### src/hw/dcc_pkg.sv
// constants shared by the dual comparator control block
package dcc_pkg;
  // register offsets on the plain register port
  localparam logic [7:0] OFS_CMP_ONE = 8'h00;
  localparam logic [7:0] OFS_CMP_TWO = 8'h01;
  localparam logic [7:0] OFS_PT0_DIS = 8'h02;
  localparam logic [7:0] OFS_IRQ_EN = 8'h03;
  localparam logic [7:0] OFS_TIMING = 8'h04;
  localparam logic [7:0] OFS_CLK_DIV = 8'h05;
  localparam logic [7:0] OFS_STATUS = 8'h06;
  localparam logic [7:0] OFS_PORT0 = 8'h07;

  // comparator control register fields
  localparam int CTL_EN = 5;
  localparam int CTL_POS = 4;
  localparam int CTL_NEG = 3;
  localparam int CTL_OE = 2;
  localparam int CTL_OUT = 1;
  localparam int CTL_FLAG = 0;

  // interrupt enable register fields
  localparam int IEN_GLOBAL = 7;
  localparam int IEN_CMP_ONE = 0;
  localparam int IEN_CMP_TWO = 1;

  // timing register field
  localparam int TIM_STD = 0;

  // status register fields
  localparam int STS_IDLE = 0;
  localparam int STS_PD = 1;
  localparam int STS_SETTLE = 2;

  // values after reset
  localparam logic [7:0] RST_BYTE = 8'h00;
  localparam logic [3:0] RST_CTL = 4'h0;

  // machine cycle lengths in oscillator cycles
  localparam logic [3:0] MC_FAST = 4'h6;
  localparam logic [3:0] MC_STD = 4'hC;

  // comparator start-up time and its length in clocks
  localparam int CLK_HZ = 40000000;
  localparam int SETTLE_US = 10;
  localparam int SETTLE_CYC = (SETTLE_US * (CLK_HZ / 1000000));
  localparam logic [8:0] SETTLE_LAST = 9'(SETTLE_CYC - 1);
endpackage

### src/hw/dcc_chan_if.sv
// control and status carried between the top and one comparator channel
interface dcc_chan_if;
  logic en;
  logic flag_clr;
  logic result;
  logic flag;
  logic settling;
  modport ctrl (output en, output flag_clr,
                input result, input flag, input settling);
  modport chan (input en, input flag_clr,
                output result, output flag, output settling);
endinterface

### src/hw/dcc_top.sv
// dual comparator control: registers, port 0 input gating, timing, irq
module dcc_top (
  // clock and reset
  input wire logic clk_in,
  input wire logic reset_in,
  // register port
  input wire logic [7:0] reg_addr_in,
  input wire logic [7:0] reg_wdata_in,
  input wire logic reg_wr_in,
  input wire logic reg_rd_in,
  output logic [7:0] reg_rdata_out,
  // analog comparator decisions
  input wire logic [1:0] cmp_raw_in,
  // port 0 pin levels
  input wire logic [7:0] port0_pins_in,
  // power reduction state of the cpu
  input wire logic idle_in,
  input wire logic power_down_in,
  // analog front end control
  output logic [1:0] cmp_enable_out,
  output logic [1:0] positive_input_select_out,
  output logic [1:0] negative_input_select_out,
  output logic [7:0] port0_input_off_out,
  // comparator output pins
  output logic [1:0] cmp_pin_out,
  output logic [1:0] cmp_pin_oe_out,
  // port 0 digital value after gating
  output logic [7:0] port0_digital_out,
  // cpu timing and interrupt
  output logic machine_cycle_out,
  output logic cmp_irq_out,
  output logic wake_out
);
  // per-comparator control bits: enable, positive, negative, output enable
  logic [1:0] en_ff;
  logic [1:0] pos_sel_ff;
  logic [1:0] neg_sel_ff;
  logic [1:0] oe_ff;
  logic [1:0] flag_clr_ff;
  logic [7:0] port0_analog_input_disable_ff;
  logic global_irq_enable_ff;
  logic [1:0] comparator_irq_enable_ff;
  logic standard_timing_option_ff;
  logic [7:0] cpu_clock_divider_ff;
  logic [7:0] rdata_ff;
  logic [7:0] port0_ff;
  logic [1:0] pin_ff;
  logic [1:0] pin_oe_ff;
  logic irq_ff;
  logic wake_ff;
  logic [3:0] osc_cnt_ff;
  logic [7:0] div_cnt_ff;
  logic mc_ff;

  logic [1:0] result;
  logic [1:0] flag;
  logic [1:0] settling;
  logic wr_cmp_one;
  logic wr_cmp_two;
  logic [3:0] mc_last;
  logic [1:0] irq_req;
  logic [7:0] port0_gated;

  dcc_chan_if chan_bus [2] ();

  // one channel per comparator, identical hardware behind each register
  for (genvar i = 0; i < 2; i++)
  begin : g_chan
    assign chan_bus[i].en = en_ff[i];
    assign chan_bus[i].flag_clr = flag_clr_ff[i];
    assign result[i] = chan_bus[i].result;
    assign flag[i] = chan_bus[i].flag;
    assign settling[i] = chan_bus[i].settling;

    dcc_comp_chan u_chan (
      .clk_in(clk_in),
      .reset_in(reset_in),
      .cmp_raw_in(cmp_raw_in[i]),
      .bus(chan_bus[i].chan)
    );
  end

  // write decode for the two control registers
  assign wr_cmp_one = reg_wr_in && (reg_addr_in == dcc_pkg::OFS_CMP_ONE);
  assign wr_cmp_two = reg_wr_in && (reg_addr_in == dcc_pkg::OFS_CMP_TWO);

  // control bits of both comparators, same layout in each register
  always_ff @(posedge clk_in)
  begin
    if (reset_in)
    begin
      en_ff <= 2'h0;
      pos_sel_ff <= 2'h0;
      neg_sel_ff <= 2'h0;
      oe_ff <= 2'h0;
    end
    else
    begin
      if (wr_cmp_one)
      begin
        en_ff[0] <= reg_wdata_in[dcc_pkg::CTL_EN];
        pos_sel_ff[0] <= reg_wdata_in[dcc_pkg::CTL_POS];
        neg_sel_ff[0] <= reg_wdata_in[dcc_pkg::CTL_NEG];
        oe_ff[0] <= reg_wdata_in[dcc_pkg::CTL_OE];
      end
      if (wr_cmp_two)
      begin
        en_ff[1] <= reg_wdata_in[dcc_pkg::CTL_EN];
        pos_sel_ff[1] <= reg_wdata_in[dcc_pkg::CTL_POS];
        neg_sel_ff[1] <= reg_wdata_in[dcc_pkg::CTL_NEG];
        oe_ff[1] <= reg_wdata_in[dcc_pkg::CTL_OE];
      end
    end
  end

  // writing zero to the flag bit clears it; writing one leaves it alone,
  // so read-modify-write code cannot clear a flag that it read as set
  always_ff @(posedge clk_in)
  begin
    if (reset_in)
      flag_clr_ff <= 2'h0;
    else
    begin
      flag_clr_ff[0] <= wr_cmp_one && !reg_wdata_in[dcc_pkg::CTL_FLAG];
      flag_clr_ff[1] <= wr_cmp_two && !reg_wdata_in[dcc_pkg::CTL_FLAG];
    end
  end

  // port 0 digital input disable register
  always_ff @(posedge clk_in)
  begin
    if (reset_in)
      port0_analog_input_disable_ff <= dcc_pkg::RST_BYTE;
    else if (reg_wr_in && (reg_addr_in == dcc_pkg::OFS_PT0_DIS))
      port0_analog_input_disable_ff <= reg_wdata_in;
  end

  // interrupt enables: global plus one per comparator
  always_ff @(posedge clk_in)
  begin
    if (reset_in)
    begin
      global_irq_enable_ff <= 1'b0;
      comparator_irq_enable_ff <= 2'h0;
    end
    else if (reg_wr_in && (reg_addr_in == dcc_pkg::OFS_IRQ_EN))
    begin
      global_irq_enable_ff <= reg_wdata_in[dcc_pkg::IEN_GLOBAL];
      comparator_irq_enable_ff[0] <= reg_wdata_in[dcc_pkg::IEN_CMP_ONE];
      comparator_irq_enable_ff[1] <= reg_wdata_in[dcc_pkg::IEN_CMP_TWO];
    end
  end

  // timing option and cpu clock divider
  always_ff @(posedge clk_in)
  begin
    if (reset_in)
    begin
      standard_timing_option_ff <= 1'b0;
      cpu_clock_divider_ff <= dcc_pkg::RST_BYTE;
    end
    else
    begin
      if (reg_wr_in && (reg_addr_in == dcc_pkg::OFS_TIMING))
        standard_timing_option_ff <= reg_wdata_in[dcc_pkg::TIM_STD];
      if (reg_wr_in && (reg_addr_in == dcc_pkg::OFS_CLK_DIV))
        cpu_clock_divider_ff <= reg_wdata_in;
    end
  end

  // machine cycle length picked by the timing option
  assign mc_last = (standard_timing_option_ff ? dcc_pkg::MC_STD
                    : dcc_pkg::MC_FAST) - 4'h1;

  // oscillator clocks per machine cycle, then the divider stretches it;
  // a shorter length written mid-cycle takes effect at once, no stall
  always_ff @(posedge clk_in)
  begin
    if (reset_in)
    begin
      osc_cnt_ff <= dcc_pkg::RST_CTL;
      div_cnt_ff <= dcc_pkg::RST_BYTE;
      mc_ff <= 1'b0;
    end
    else
    begin
      mc_ff <= 1'b0;
      if (osc_cnt_ff >= mc_last)
      begin
        osc_cnt_ff <= 4'h0;
        if (div_cnt_ff >= cpu_clock_divider_ff)
        begin
          div_cnt_ff <= 8'h00;
          mc_ff <= 1'b1;
        end
        else
          div_cnt_ff <= div_cnt_ff + 8'h01;
      end
      else
        osc_cnt_ff <= osc_cnt_ff + 4'h1;
    end
  end

  // disabled pins read as zero regardless of their voltage
  assign port0_gated = port0_pins_in & ~port0_analog_input_disable_ff;

  always_ff @(posedge clk_in)
  begin
    if (reset_in)
      port0_ff <= dcc_pkg::RST_BYTE;
    else
      port0_ff <= port0_gated;
  end

  // comparator result to its pin when the output enable is set;
  // the pin is only driven while the comparator itself is on
  always_ff @(posedge clk_in)
  begin
    if (reset_in)
    begin
      pin_ff <= 2'h0;
      pin_oe_ff <= 2'h0;
    end
    else
    begin
      pin_ff <= result;
      pin_oe_ff <= oe_ff & en_ff;
    end
  end

  // request needs flag, its own enable and the global enable
  assign irq_req = flag & comparator_irq_enable_ff
                   & {2{global_irq_enable_ff}};

  // the flag stays set after the request is taken, so the line holds
  // until the service routine clears it
  always_ff @(posedge clk_in)
  begin
    if (reset_in)
      irq_ff <= 1'b0;
    else
      irq_ff <= |irq_req;
  end

  // wake only from idle or power down; irq itself is not gated by mode
  always_ff @(posedge clk_in)
  begin
    if (reset_in)
      wake_ff <= 1'b0;
    else
      wake_ff <= (|irq_req) && (idle_in || power_down_in);
  end

  // read data, valid in the cycle after the read strobe only
  always_ff @(posedge clk_in)
  begin
    if (reset_in)
      rdata_ff <= dcc_pkg::RST_BYTE;
    else if (reg_rd_in)
    begin
      case (reg_addr_in)
        dcc_pkg::OFS_CMP_ONE:
        begin
          rdata_ff <= 8'h00;
          rdata_ff[dcc_pkg::CTL_EN] <= en_ff[0];
          rdata_ff[dcc_pkg::CTL_POS] <= pos_sel_ff[0];
          rdata_ff[dcc_pkg::CTL_NEG] <= neg_sel_ff[0];
          rdata_ff[dcc_pkg::CTL_OE] <= oe_ff[0];
          rdata_ff[dcc_pkg::CTL_OUT] <= result[0];
          rdata_ff[dcc_pkg::CTL_FLAG] <= flag[0];
        end
        dcc_pkg::OFS_CMP_TWO:
        begin
          rdata_ff <= 8'h00;
          rdata_ff[dcc_pkg::CTL_EN] <= en_ff[1];
          rdata_ff[dcc_pkg::CTL_POS] <= pos_sel_ff[1];
          rdata_ff[dcc_pkg::CTL_NEG] <= neg_sel_ff[1];
          rdata_ff[dcc_pkg::CTL_OE] <= oe_ff[1];
          rdata_ff[dcc_pkg::CTL_OUT] <= result[1];
          rdata_ff[dcc_pkg::CTL_FLAG] <= flag[1];
        end
        dcc_pkg::OFS_PT0_DIS:
          rdata_ff <= port0_analog_input_disable_ff;
        dcc_pkg::OFS_IRQ_EN:
        begin
          rdata_ff <= 8'h00;
          rdata_ff[dcc_pkg::IEN_GLOBAL] <= global_irq_enable_ff;
          rdata_ff[dcc_pkg::IEN_CMP_ONE] <= comparator_irq_enable_ff[0];
          rdata_ff[dcc_pkg::IEN_CMP_TWO] <= comparator_irq_enable_ff[1];
        end
        dcc_pkg::OFS_TIMING:
        begin
          rdata_ff <= 8'h00;
          rdata_ff[dcc_pkg::TIM_STD] <= standard_timing_option_ff;
        end
        dcc_pkg::OFS_CLK_DIV:
          rdata_ff <= cpu_clock_divider_ff;
        dcc_pkg::OFS_STATUS:
        begin
          rdata_ff <= 8'h00;
          rdata_ff[dcc_pkg::STS_IDLE] <= idle_in;
          rdata_ff[dcc_pkg::STS_PD] <= power_down_in;
          rdata_ff[dcc_pkg::STS_SETTLE] <= settling[0];
          rdata_ff[dcc_pkg::STS_SETTLE + 1] <= settling[1];
        end
        dcc_pkg::OFS_PORT0:
          rdata_ff <= port0_gated;
        default:
          rdata_ff <= 8'h00;
      endcase
    end
    else
      rdata_ff <= 8'h00;
  end

  // outputs straight from registers
  assign reg_rdata_out = rdata_ff;
  assign cmp_enable_out = en_ff;
  assign positive_input_select_out = pos_sel_ff;
  assign negative_input_select_out = neg_sel_ff;
  assign port0_input_off_out = port0_analog_input_disable_ff;
  assign cmp_pin_out = pin_ff;
  assign cmp_pin_oe_out = pin_oe_ff;
  assign port0_digital_out = port0_ff;
  assign machine_cycle_out = mc_ff;
  assign cmp_irq_out = irq_ff;
  assign wake_out = wake_ff;
endmodule

### src/hw/dcc_comp_chan.sv
// one comparator channel: synchroniser, change detect, flag, settle timer
module dcc_comp_chan (
  // clock and reset
  input wire logic clk_in,
  input wire logic reset_in,
  // decision from the analog comparator
  input wire logic cmp_raw_in,
  // control and status toward the top
  dcc_chan_if.chan bus
);
  logic meta_ff;
  logic sync_ff;
  logic flag_ff;
  logic [8:0] settle_ff;
  logic en_d_ff;
  logic hist_ff;

  // two stages, only the second is looked at downstream
  always_ff @(posedge clk_in)
  begin
    if (reset_in)
    begin
      meta_ff <= 1'b0;
      sync_ff <= 1'b0;
      hist_ff <= 1'b0;
    end
    else
    begin
      meta_ff <= cmp_raw_in & bus.en;
      sync_ff <= meta_ff;
      hist_ff <= sync_ff;
    end
  end

  // runs in idle and power down alike, no gating by mode
  // a change sets the flag; set beats a same-cycle clear
  // the first stage may be metastable, so compare the second with history
  always_ff @(posedge clk_in)
  begin
    if (reset_in)
      flag_ff <= 1'b0;
    else if (bus.en && (sync_ff != hist_ff))
      flag_ff <= 1'b1;
    else if (bus.flag_clr)
      flag_ff <= 1'b0;
  end

  // start-up window after enable; hardware only reports it
  always_ff @(posedge clk_in)
  begin
    if (reset_in)
    begin
      en_d_ff <= 1'b0;
      settle_ff <= 9'h000;
    end
    else
    begin
      en_d_ff <= bus.en;
      if (bus.en && !en_d_ff)
        settle_ff <= dcc_pkg::SETTLE_LAST;
      else if (!bus.en)
        settle_ff <= 9'h000;
      else if (settle_ff != 9'h000)
        settle_ff <= settle_ff - 9'h001;
    end
  end

  assign bus.result = sync_ff;
  assign bus.flag = flag_ff;
  assign bus.settling = (settle_ff != 9'h000) || (bus.en && !en_d_ff);
endmodule

### config.mk
export PLATFORM = sky130hd
export DESIGN_NAME = dcc_top
export DESIGN_NICKNAME = d
export VERILOG_FILES = /design/src/hw/dcc_pkg.sv /design/src/hw/dcc_chan_if.sv /design/src/hw/dcc_top.sv /design/src/hw/dcc_comp_chan.sv
export SDC_FILE = /design/constraint.sdc
export NUM_CORES = 1
export LEC_CHECK = 0
export BUFFER_PORTS_ARGS = -buffer_cell sky130_fd_sc_hd__buf_2
export CELL_PAD_IN_SITES_DETAIL_PLACEMENT = 0
export CELL_PAD_IN_SITES_GLOBAL_PLACEMENT = 1
export CORE_AREA = 4 4 113 115
export DETAILED_ROUTE_END_ITERATION = 7
export DIE_AREA = 0 0 117 119
export PLACE_DENSITY_LB_ADDON = 0.1
export SLEW_MARGIN = 30
export SYNTH_ARGS = -nofsm -noshare
export SYNTH_HDL_FRONTEND = slang
export SYNTH_SLANG_ARGS = --single-unit
### constraint.sdc
create_clock -name clk_in -period 2.2 [get_ports clk_in]
set_input_delay 0.22 -clock clk_in [delete_from_list [all_inputs] [get_ports clk_in]]
set_output_delay 0.22 -clock clk_in [all_outputs]
set_load 0.05 [all_outputs]
* Yosys cells after proc, flatten, opt, wreduce, memory -nomap -nowiden
Cells that the tools add are included.
Storage, ports and cells: flip-flop bits (word level) 93, input port bits 32, output and inout bits 37, logic and storage cells 110
Cells by class: add/subtract/negate cells 5, magnitude comparators 2, equality and inequality tests 11, mux-type cells 14, bitwise logic cells 11, reduce and logical (&&, ||, !) cells 30
Operators with widths (number):
- $pmux 8 s8 | 1
- $mux 9 | 6
- $eq 8x3->1 const B | 4
- $reduce_bool 9->1 | 2
- $sub 9x1->9 const B | 2
- $eq 8x2->1 const B | 2
- $logic_and 1x1->1 | 13
- $add 8x1->8 const B | 1
- $and 8x8->8 | 1
- $eq 8x1->1 const B | 1
- $ge 8x8->1 | 1
- $logic_not 8->1 | 1
- $mux 8 | 1
- $not 8->8 | 1
- $reduce_or 2->1 | 4
- $and 2x2->2 | 3
- $ne 3x1->1 const B | 2
- $reduce_or 3->1 | 2
- $mux 1 | 5
- $add 4x1->4 const B | 1
- $ge 4x4->1 | 1
- $mux 4 | 1
- $not 1->1 | 4
- $reduce_bool 2->1 | 2
- other kinds (5) | 11

* Depth between registers and ports, before layout
Gate-level depths: netlist of run 1.
depth after elaboration 5, depth in mapped cells 8

* Hierarchy
From an unflattened synthesis of run 1, not the netlist that was laid out.
Unflattened totals: cells, all modules 452, area, all modules 4250.3 um^2
By module, submodules not included:
- dcc_top | times used 1, cells an instance 312, area each 2929.1 um^2, seq. area each 1301.2 um^2
- dcc_comp_chan | times used 2, cells an instance 70, area each 660.6 um^2, seq. area each 280.3 um^2

* Worst setup path after synthesis of run 1
Ideal clock, no wire load.
path kind register -> register, from register cpu_clock_divider_ff[1], to register div_cnt_ff[5], arrival 1794 ps, required time 2126 ps, path slack 331 ps, stages on the path, launching flop included 9, path buffers 1, clock period less this slack 1869 ps, path through dfxtp_1 > inv_1 > ha_1 > or4_1 > a21oi_1 > o31a_1 > buf_2 > nand3_1 > a31oi_1
Between the ends: word-level cells in the longest chain between the ends 2
Ends and longest elaborated chain:
- start, declared | RTL line dcc_top.sv:44 | logic [7:0] cpu_clock_divider_ff;
- start signal, assigned | RTL line dcc_top.sv:160 | cpu_clock_divider_ff <= dcc_pkg::RST_BYTE;
- start signal, assigned | RTL line dcc_top.sv:167 | cpu_clock_divider_ff <= reg_wdata_in;
- $ge 8x8->1 | RTL line dcc_top.sv:191 | if (div_cnt_ff >= cpu_clock_divider_ff)
- $mux 8 | RTL line dcc_top.sv:191
- end signal, assigned | RTL line dcc_top.sv:182 | div_cnt_ff <= dcc_pkg::RST_BYTE;
- end signal, assigned | RTL line dcc_top.sv:197 | div_cnt_ff <= div_cnt_ff + 8'h01;
- end, declared | RTL line dcc_top.sv:52 | logic [7:0] div_cnt_ff;
Every way passes these cells. A chain may end at the register's enable or synchronous reset.

* Final worst setup path of run 1
from register cpu_clock_divider_ff[2], to register div_cnt_ff[2]
The elaborated chain is that of the path after synthesis.

==> results of run 1 <==
-- worst max path at each step --
stage	slack (ns)	depth (start not counted)	start	to
floorplan	0.33	8	cpu_clock_divider_ff[1]$_SDFFE_PP0P_	div_cnt_ff[5]$_SDFFE_PP0P_
global placement	0.25	8	cpu_clock_divider_ff[2]$_SDFFE_PP0P_	div_cnt_ff[7]$_SDFFE_PP0P_
detailed placement	0.23	8	cpu_clock_divider_ff[2]$_SDFFE_PP0P_	div_cnt_ff[2]$_SDFFE_PP0P_
CTS	0.21	8	cpu_clock_divider_ff[2]$_SDFFE_PP0P_	div_cnt_ff[2]$_SDFFE_PP0P_
global route	0.06	8	cpu_clock_divider_ff[2]$_SDFFE_PP0P_	div_cnt_ff[7]$_SDFFE_PP0P_
finish	0.22	8	cpu_clock_divider_ff[2]$_SDFFE_PP0P_	div_cnt_ff[2]$_SDFFE_PP0P_
-- layer usage --
metal,vias to the layer above,track usage
met1,1647,0.218
li1,1810,-
met2,69,0.243
met4,0,0.0509
met5,-,0
met3,12,0.0442
-- report_power, final --
| group | internal (mW) | switching [mW] |
|---|---|---|
| registers | 1.66 | 0.00802 |
| clock network | 0.808 | 0.620 |
| logic | 0.0634 | 0.127 |
-- layout make-up --
type,instances,share of cell area
Multi-Input combinational cell,342,0.429
Sequential cell,91,0.371
Timing Repair Buffer,82,0.0908
Clock buffer,11,0.0515
Tap cell,147,0.0375
Inverter,22,0.0168
Clock inverter,3,0.00306
-- cells in the mapped netlist, types with 7 or more instances --
library cell,instances
nand3_1,36
a31oi_1,12
nor2_1,30
dfxtp_1,91
ha_1,17
nor2b_1,13
buf_4,7
clkbuf_1,14
a21oi_1,48
inv_1,22
xor2_1,7
nor3_1,13
nand2_1,65
mux2i_1,13
nor3b_1,9
-- stage by stage --
stage,cells,hold WS (ns)
2_1_floorplan,483,0.296
3_3_place_gp,684,0.422
3_5_place_dp,684,0.425
4_1_cts,698,0.0757
5_1_grt,698,0.0812
6_report,698,0.0808
-- state kept, by name (all words and copies together) (netlist names), 2 cells and up --
name	count
negative_input_select_out	2
port0_digital_out	8
g_chan.u_chan.bus.result	2
port0_input_off_out	8
cpu_clock_divider_ff	8
oe_ff	2
g_chan.u_chan.en_d_ff	2
div_cnt_ff	8
osc_cnt_ff	4
flag_clr_ff	2
g_chan.u_chan.meta_ff	2
comparator_irq_enable_ff	2
cmp_enable_out	2
cmp_pin_out	2
cmp_pin_oe_out	2
reg_rdata_out	8
g_chan.u_chan.bus.flag	2
positive_input_select_out	2
g_chan.u_chan.settle_ff	18
-- worst max-delay path, delay by kind of cell (launching register included) --
| kind | cells | cell delay, ns |
|---|---|---|
| buffers and inverters | 2 | 0.27 |
| DFF | 1 | 0.37 |
| AOI/OAI and AO/OA | 3 | 0.45 |
| adders and majority gates | 1 | 0.20 |
| and+or+nand+nor | 2 | 0.61 |
-- cells by family after synthesis --
group,synth area share
AOI/OAI and AO/OA,0.124
xor gates and xnor gates,0.0274
adders and majority gates,0.0512
buffers and inverters,0.0542
DFF,0.439
muxes,0.0449
and+or+nand+nor,0.259
==> results.json, run 1 <==
{
  "holdPathStages": 2,
  "cp.required_ns": 2.47,
  "htree_levels": 3,
  "antenna_left": 0,
  "wirelength_met1_mm": 5.24,
  "hp-start": "cmp_raw_in[0]",
  "start_util": 0.352,
  "antennaDiodeCount": 0,
  "cp_data_arrival_time_ns": 2.25,
  "cap_violations": 0,
  "synth_area_per_cell_um2": 8.60,
  "dpl_cell_area_mm2": 0.00464,
  "die_x_um": 117,
  "syn_nets": 532,
  "cp_slowest_cell": "or4_1",
  "power_mw": 3.29,
  "ys_warn_count": 0,
  "nets": 597,
  "yosysTopAreaCell": "dfxtp_1",
  "cp_max_fo": 15,
  "syn_to_final_growth_pct": 18.2,
  "final_common_cell": "dfxtp_1",
  "ys_seq_area_frac": 0.439,
  "drt_pass1_iterations": 4,
  "grtUsageTotal": 0.160,
  "fill_cells": 1214,
  "synth_cell_type_count": 51,
  "async_reset_ff_frac": 0,
  "row_count": 40,
  "drt-total-wl_mm": 11.0,
  "min_period_ns": 1.98,
  "cts_max_path_buffers": 2,
  "dr_wl_met3_um": 507,
  "routabilityCongestion": 0.767,
  "place_ws_ns": 0.227,
  "setup_slack_ns": 0.222,
  "synthFlopType": "dfxtp_1",
  "multi_input_area_mm2": 0.00211,
  "p_leak_nw": 1.93,
  "synth_edf_count": 0,
  "synth_seq_cells": 91,
  "netlist_area_mm2": 0.00415,
  "via_count": 3538,
  "layout-drive-gt1-share": 0.198,
  "setup_viol": 0,
  "fp.coreArea_mm2": 0.0118,
  "rrSetupSlack_ns": 0.22,
  "cp-end-kind": "flop",
  "cts.sinks": 91,
  "seqCellArea_mm2": 0.00182,
  "top_layer_used": "met4",
  "grt_pass1_wl_mm": 17.2,
  "hold_viol_final": 0,
  "r2r_start": "cpu_clock_divider_ff[2]$_SDFFE_PP0P_",
  "tightest_slew_ns": 0.518,
  "grt_overflow": 0,
  "ctsResizeCount": 0,
  "fmax_mhz": 506,
  "synthCells": 483,
  "reg2reg_depth": 8,
  "powerDensity_mw_per_mm2": 671,
  "fin_area_mm2": 0.00491,
  "reg2reg_to": "div_cnt_ff[2]$_SDFFE_PP0P_",
  "path_clk_slew_ns": 0.06,
  "drc": 0,
  "numPortBuffers": 68,
  "fin_crit_sh": 0.899,
  "final_cell_mix": "91 x dfxtp_1, 68 x buf_2, 65 x nand2_1",
  "final_util": 0.415,
  "met2_length_mm": 5.05,
  "post_drt_wl_per_cell_um": 15.7,
  "drt-vias-per-instance": 5.07,
  "drtIter0Drc": 178,
  "hold_buffers": 0,
  "max_stage_delay_ns": 0.50,
  "synthTopCellsByArea": "dfxtp_1 44%, nand2_1 5.9%, a21oi_1 5.8%",
  "cts_setup_buffers": 0,
  "outcome": "finished, final reports clean",
  "cp_cell_sequence": "inv_1 > ha_1 > or4_1 > a21oi_1 > o31a_1 > buf_4 > nand4b_1 > a31oi_1",
  "antenna_found_initial": 0,
  "grt_pass1_vias": 3267,
  "numCtsBuffers": 9,
  "rsz0062_at_grt": "false",
  "root_buffer": "clkbuf_16",
  "fp.dieArea_mm2": 0.0139,
  "die_height_um": 119,
  "critPathLaunchType": "flop",
  "grt_max_degree": 42,
  "dp_hpwl_mm": 8.03,
  "clk_latency_ns": 0.34,
  "worstHoldEndpoint": "g_chan[0].u_chan.meta_ff$_SDFF_PP0_",
  "tritoncts": "done",
  "tns_ns": 0,
  "path_class": "flop to flop",
  "ir_drop_mv": 0.297,
  "slew-limit-headroom": 0.652,
  "min_path_type": "primary input to flop",
  "clock_skew_ns": 0.00387,
  "ios": 69,
  "maxSlewViolCount": 0,
  "synth.top_cell.area_share": 0.439
}
No activity file was read; power rests on OpenSTA's default activity.
==> run 2, diff against run 1 <==
CORE_AREA = 4 4 114 116   (was 4 4 113 115)
DIE_AREA = 0 0 118 120   (was 0 0 117 119)
SYNTH_HIERARCHICAL = 1   (was default)
==> run 2 against run 1 <==
Wire length about the same. Critical endpoint unchanged. Die area up 1.7%. Global-route usage up 0.20 points.
==> results.json, run 2 <==
{
  "die_x_um": 118,
  "routabilityCongestion": 0.786,
  "min_path_type": "primary input to flop",
  "cts_setup_buffers": 0,
  "cp_cell_sequence": "inv_1 > ha_1 > a211oi_1 > o21ai_0 > a211o_1 > nor2_2 > a22o_1",
  "synth_most_common_cell": "dfxtp_1",
  "placed_cells": 657,
  "ir_drop_mv": 0.346,
  "numPortBuffers": 68,
  "rsz0062_at_grt": "false",
  "gr-usage-met3": 0.0358,
  "grtUsageTotal": 0.162,
  "gr-usage-met2": 0.261,
  "tritoncts": "done",
  "nets": 568,
  "synthFlopType": "dfxtp_1",
  "syn_to_final_growth_pct": 19.8,
  "largest_reg_flops": 18,
  "setup_viol": 0,
  "fin_area_mm2": 0.00509,
  "synth.top_cell.area_share": 0.438,
  "dpl_cell_area_mm2": 0.00476,
  "row_count": 40,
  "grt_max_degree": 30,
  "slew-limit-headroom": 0.609,
  "ctsResizeCount": 0,
  "antennaDiodeCount": 0,
  "antenna_found_initial": 0,
  "top_register": "g_chan.u_chan/settle_ff",
  "grt_pass1_vias": 3497,
  "rrSetupSlack_ns": 0.28,
  "cp_top_family": "compound AO/OA/AOI/OAI gates",
  "synthCells": 452,
  "drt-total-wl_mm": 11.0,
  "clock_skew_ns": 0.00870,
  "cp.required_ns": 2.49,
  "cp-end-kind": "flop",
  "yosysTopAreaCell": "dfxtp_1",
  "layout-drive-gt1-share": 0.215,
  "top_usage_layer": "met2",
  "holdPathStages": 2,
  "root_buffer": "clkbuf_16",
  "numCtsBuffers": 9,
  "grt_overflow": 0,
  "worstHoldEndpoint": "g_chan[0].u_chan/meta_ff$_SDFF_PP0_",
  "final_common_cell": "dfxtp_1",
  "synth_seq_cells": 93,
  "fp.coreArea_mm2": 0.0119,
  "path_depth": 7,
  "netlist_area_mm2": 0.00425,
  "ys_warn_count": 6,
  "hp-start": "cmp_raw_in[0]",
  "tns_ns": 0,
  "cts.sinks": 93,
  "final_cell_mix": "93 x dfxtp_1, 68 x buf_2, 42 x nor2_1",
  "drt_pass1_iterations": 8,
  "synthTopCellsByArea": "dfxtp_1 44%, mux2i_1 8.2%, ha_1 4.4%",
  "grt_pass1_wl_mm": 18.2,
  "fp.dieArea_mm2": 0.0142,
  "cap_violations": 0,
  "dp_hpwl_mm": 7.87,
  "drtIter0Drc": 95,
  "path_clk_slew_ns": 0.07,
  "critPathBufInv": 1,
  "cp_slowest_cell": "a211o_1",
  "synth_edf_count": 0,
  "die_height_um": 120,
  "reg2reg_depth": 7,
  "path_class": "flop to flop",
  "cp_data_arrival_time_ns": 2.21,
  "antenna_left": 0,
  "ys_seq_area_frac": 0.438,
  "hold_viol_final": 0,
  "outcome": "finished, final reports clean",
  "synth_cell_type_count": 50,
  "fill_cells": 1206,
  "fin_crit_sh": 0.874,
  "cts_max_path_buffers": 2,
  "syn_nets": 499,
  "fmax_mhz": 520,
  "reg2reg_to": "div_cnt_ff[2]$_SDFFE_PP0P_",
  "synth_commonest_cells": "93 x dfxtp_1, 42 x nor2_1, 35 x mux2i_1",
  "htree_levels": 3,
  "r2r_start": "cpu_clock_divider_ff[2]$_SDFFE_PP0P_",
  "use_met1": 0.209,
  "max_stage_delay_ns": 0.40,
  "start_util": 0.357,
  "post_drt_wl_per_cell_um": 16.3,
  "synth_area_per_cell_um2": 9.40,
  "async_reset_ff_frac": 0,
  "hold_buffers": 0,
  "final_util": 0.427,
  "critPathLaunchType": "flop",
  "tightest_slew_ns": 0.578,
  "fin_cells": 673,
  "drt-vias-per-instance": 5.16,
  "powerDensity_mw_per_mm2": 710,
  "clk_latency_ns": 0.35,
  "power_mw": 3.62,
  "min_period_ns": 1.92,
  "maxSlewViolCount": 0,
  "via_count": 3475,
  "p_leak_nw": 2.19,
  "ios": 69,
  "cp_max_fo": 7,
  "drc": 0
}
[run 2: cell types whose count changed after synthesis, moves of 12 or more]
cell     before  now
nand3_1      36    8
o21ai_0       6   22
nand2_1      65   27
nor2_1       30   42
mux2i_1      13   35
a21oi_1      48   23
[run 2: worst max-delay path by stage]
stage                                                    start  slack, ns                           to
floorplan           g_chan[1].u_chan/settle_ff[0]$_SDFFE_PP0P_       0.43  reg_rdata_out[3]$_SDFF_PP0_
global placement          cpu_clock_divider_ff[2]$_SDFFE_PP0P_       0.33   div_cnt_ff[7]$_SDFFE_PP0P_
detailed placement        cpu_clock_divider_ff[2]$_SDFFE_PP0P_       0.29   div_cnt_ff[3]$_SDFFE_PP0P_
CTS                       cpu_clock_divider_ff[2]$_SDFFE_PP0P_       0.27   div_cnt_ff[2]$_SDFFE_PP0P_
global route              cpu_clock_divider_ff[2]$_SDFFE_PP0P_        0.1   div_cnt_ff[2]$_SDFFE_PP0P_
finish                    cpu_clock_divider_ff[2]$_SDFFE_PP0P_       0.28   div_cnt_ff[2]$_SDFFE_PP0P_
[run 2: area by class of cell]
cell class | count | area [µm²] | area share
repair buffers | 78 | 415 | 0.0816
flip-flops and latches | 93 | 1860 | 0.366
well taps | 147 | 184 | 0.0361
inverters | 22 | 82.6 | 0.0162
multi-input cells | 317 | 2220 | 0.436
clock inverters | 5 | 83.8 | 0.0165
clock buffers | 11 | 243 | 0.0477
[run 2: metrics by stage]
| stage | hold WS [ns] | setup WS [ns] |
|---|---|---|
| final | 0.0849 | 0.278 |
| after global routing | 0.0926 | 0.0952 |
| after CTS | 0.0843 | 0.268 |
| after detailed placement | 0.424 | 0.292 |
| after global placement | 0.427 | 0.334 |
| after floorplan | 0.292 | 0.432 |
[run 2: worst reg2reg max path, delay by kind of cell, from the launching register on]
kind / cells / cell delay (ns)
AOI/OAI and AO/OA: 4 / 0.94
DFF: 1 / 0.33
adders and majority gates: 1 / 0.30
and+or+nand+nor: 1 / 0.26
buffers and inverters: 1 / 0.05
[run 2: power breakdown]
group / internal, mW / leakage, nW / total (mW) / switching (mW)
Sequential: 1.70 / 0.752 / 1.71 / 0.00918
Combinational: 0.0677 / 1.29 / 0.204 / 0.137
Clock: 1.03 / 0.152 / 1.70 / 0.674
Total: 2.80 / 2.19 / 3.62 / 0.820
[run 2: metal layers]
metal / vias to the layer above / share of wire / wire, µm
li1: 1755 / - / -
met1: 1627 / 0.47 / 5150
met2: 76 / 0.46 / 5050
met3: 17 / 0.049 / 534
met4: 0 / 0.022 / 242
met5: - / 0 / 0
[run 2: kinds of logic after synthesis]
family                   synth area share
flip-flops                          0.438
AO/OA/AOI/OAI                       0.151
XOR/XNOR                           0.0124
buffers and inverters              0.0394
multiplexers                       0.0877
adder cells (fa/ha/maj)            0.0442
AND/OR/NAND/NOR                     0.227
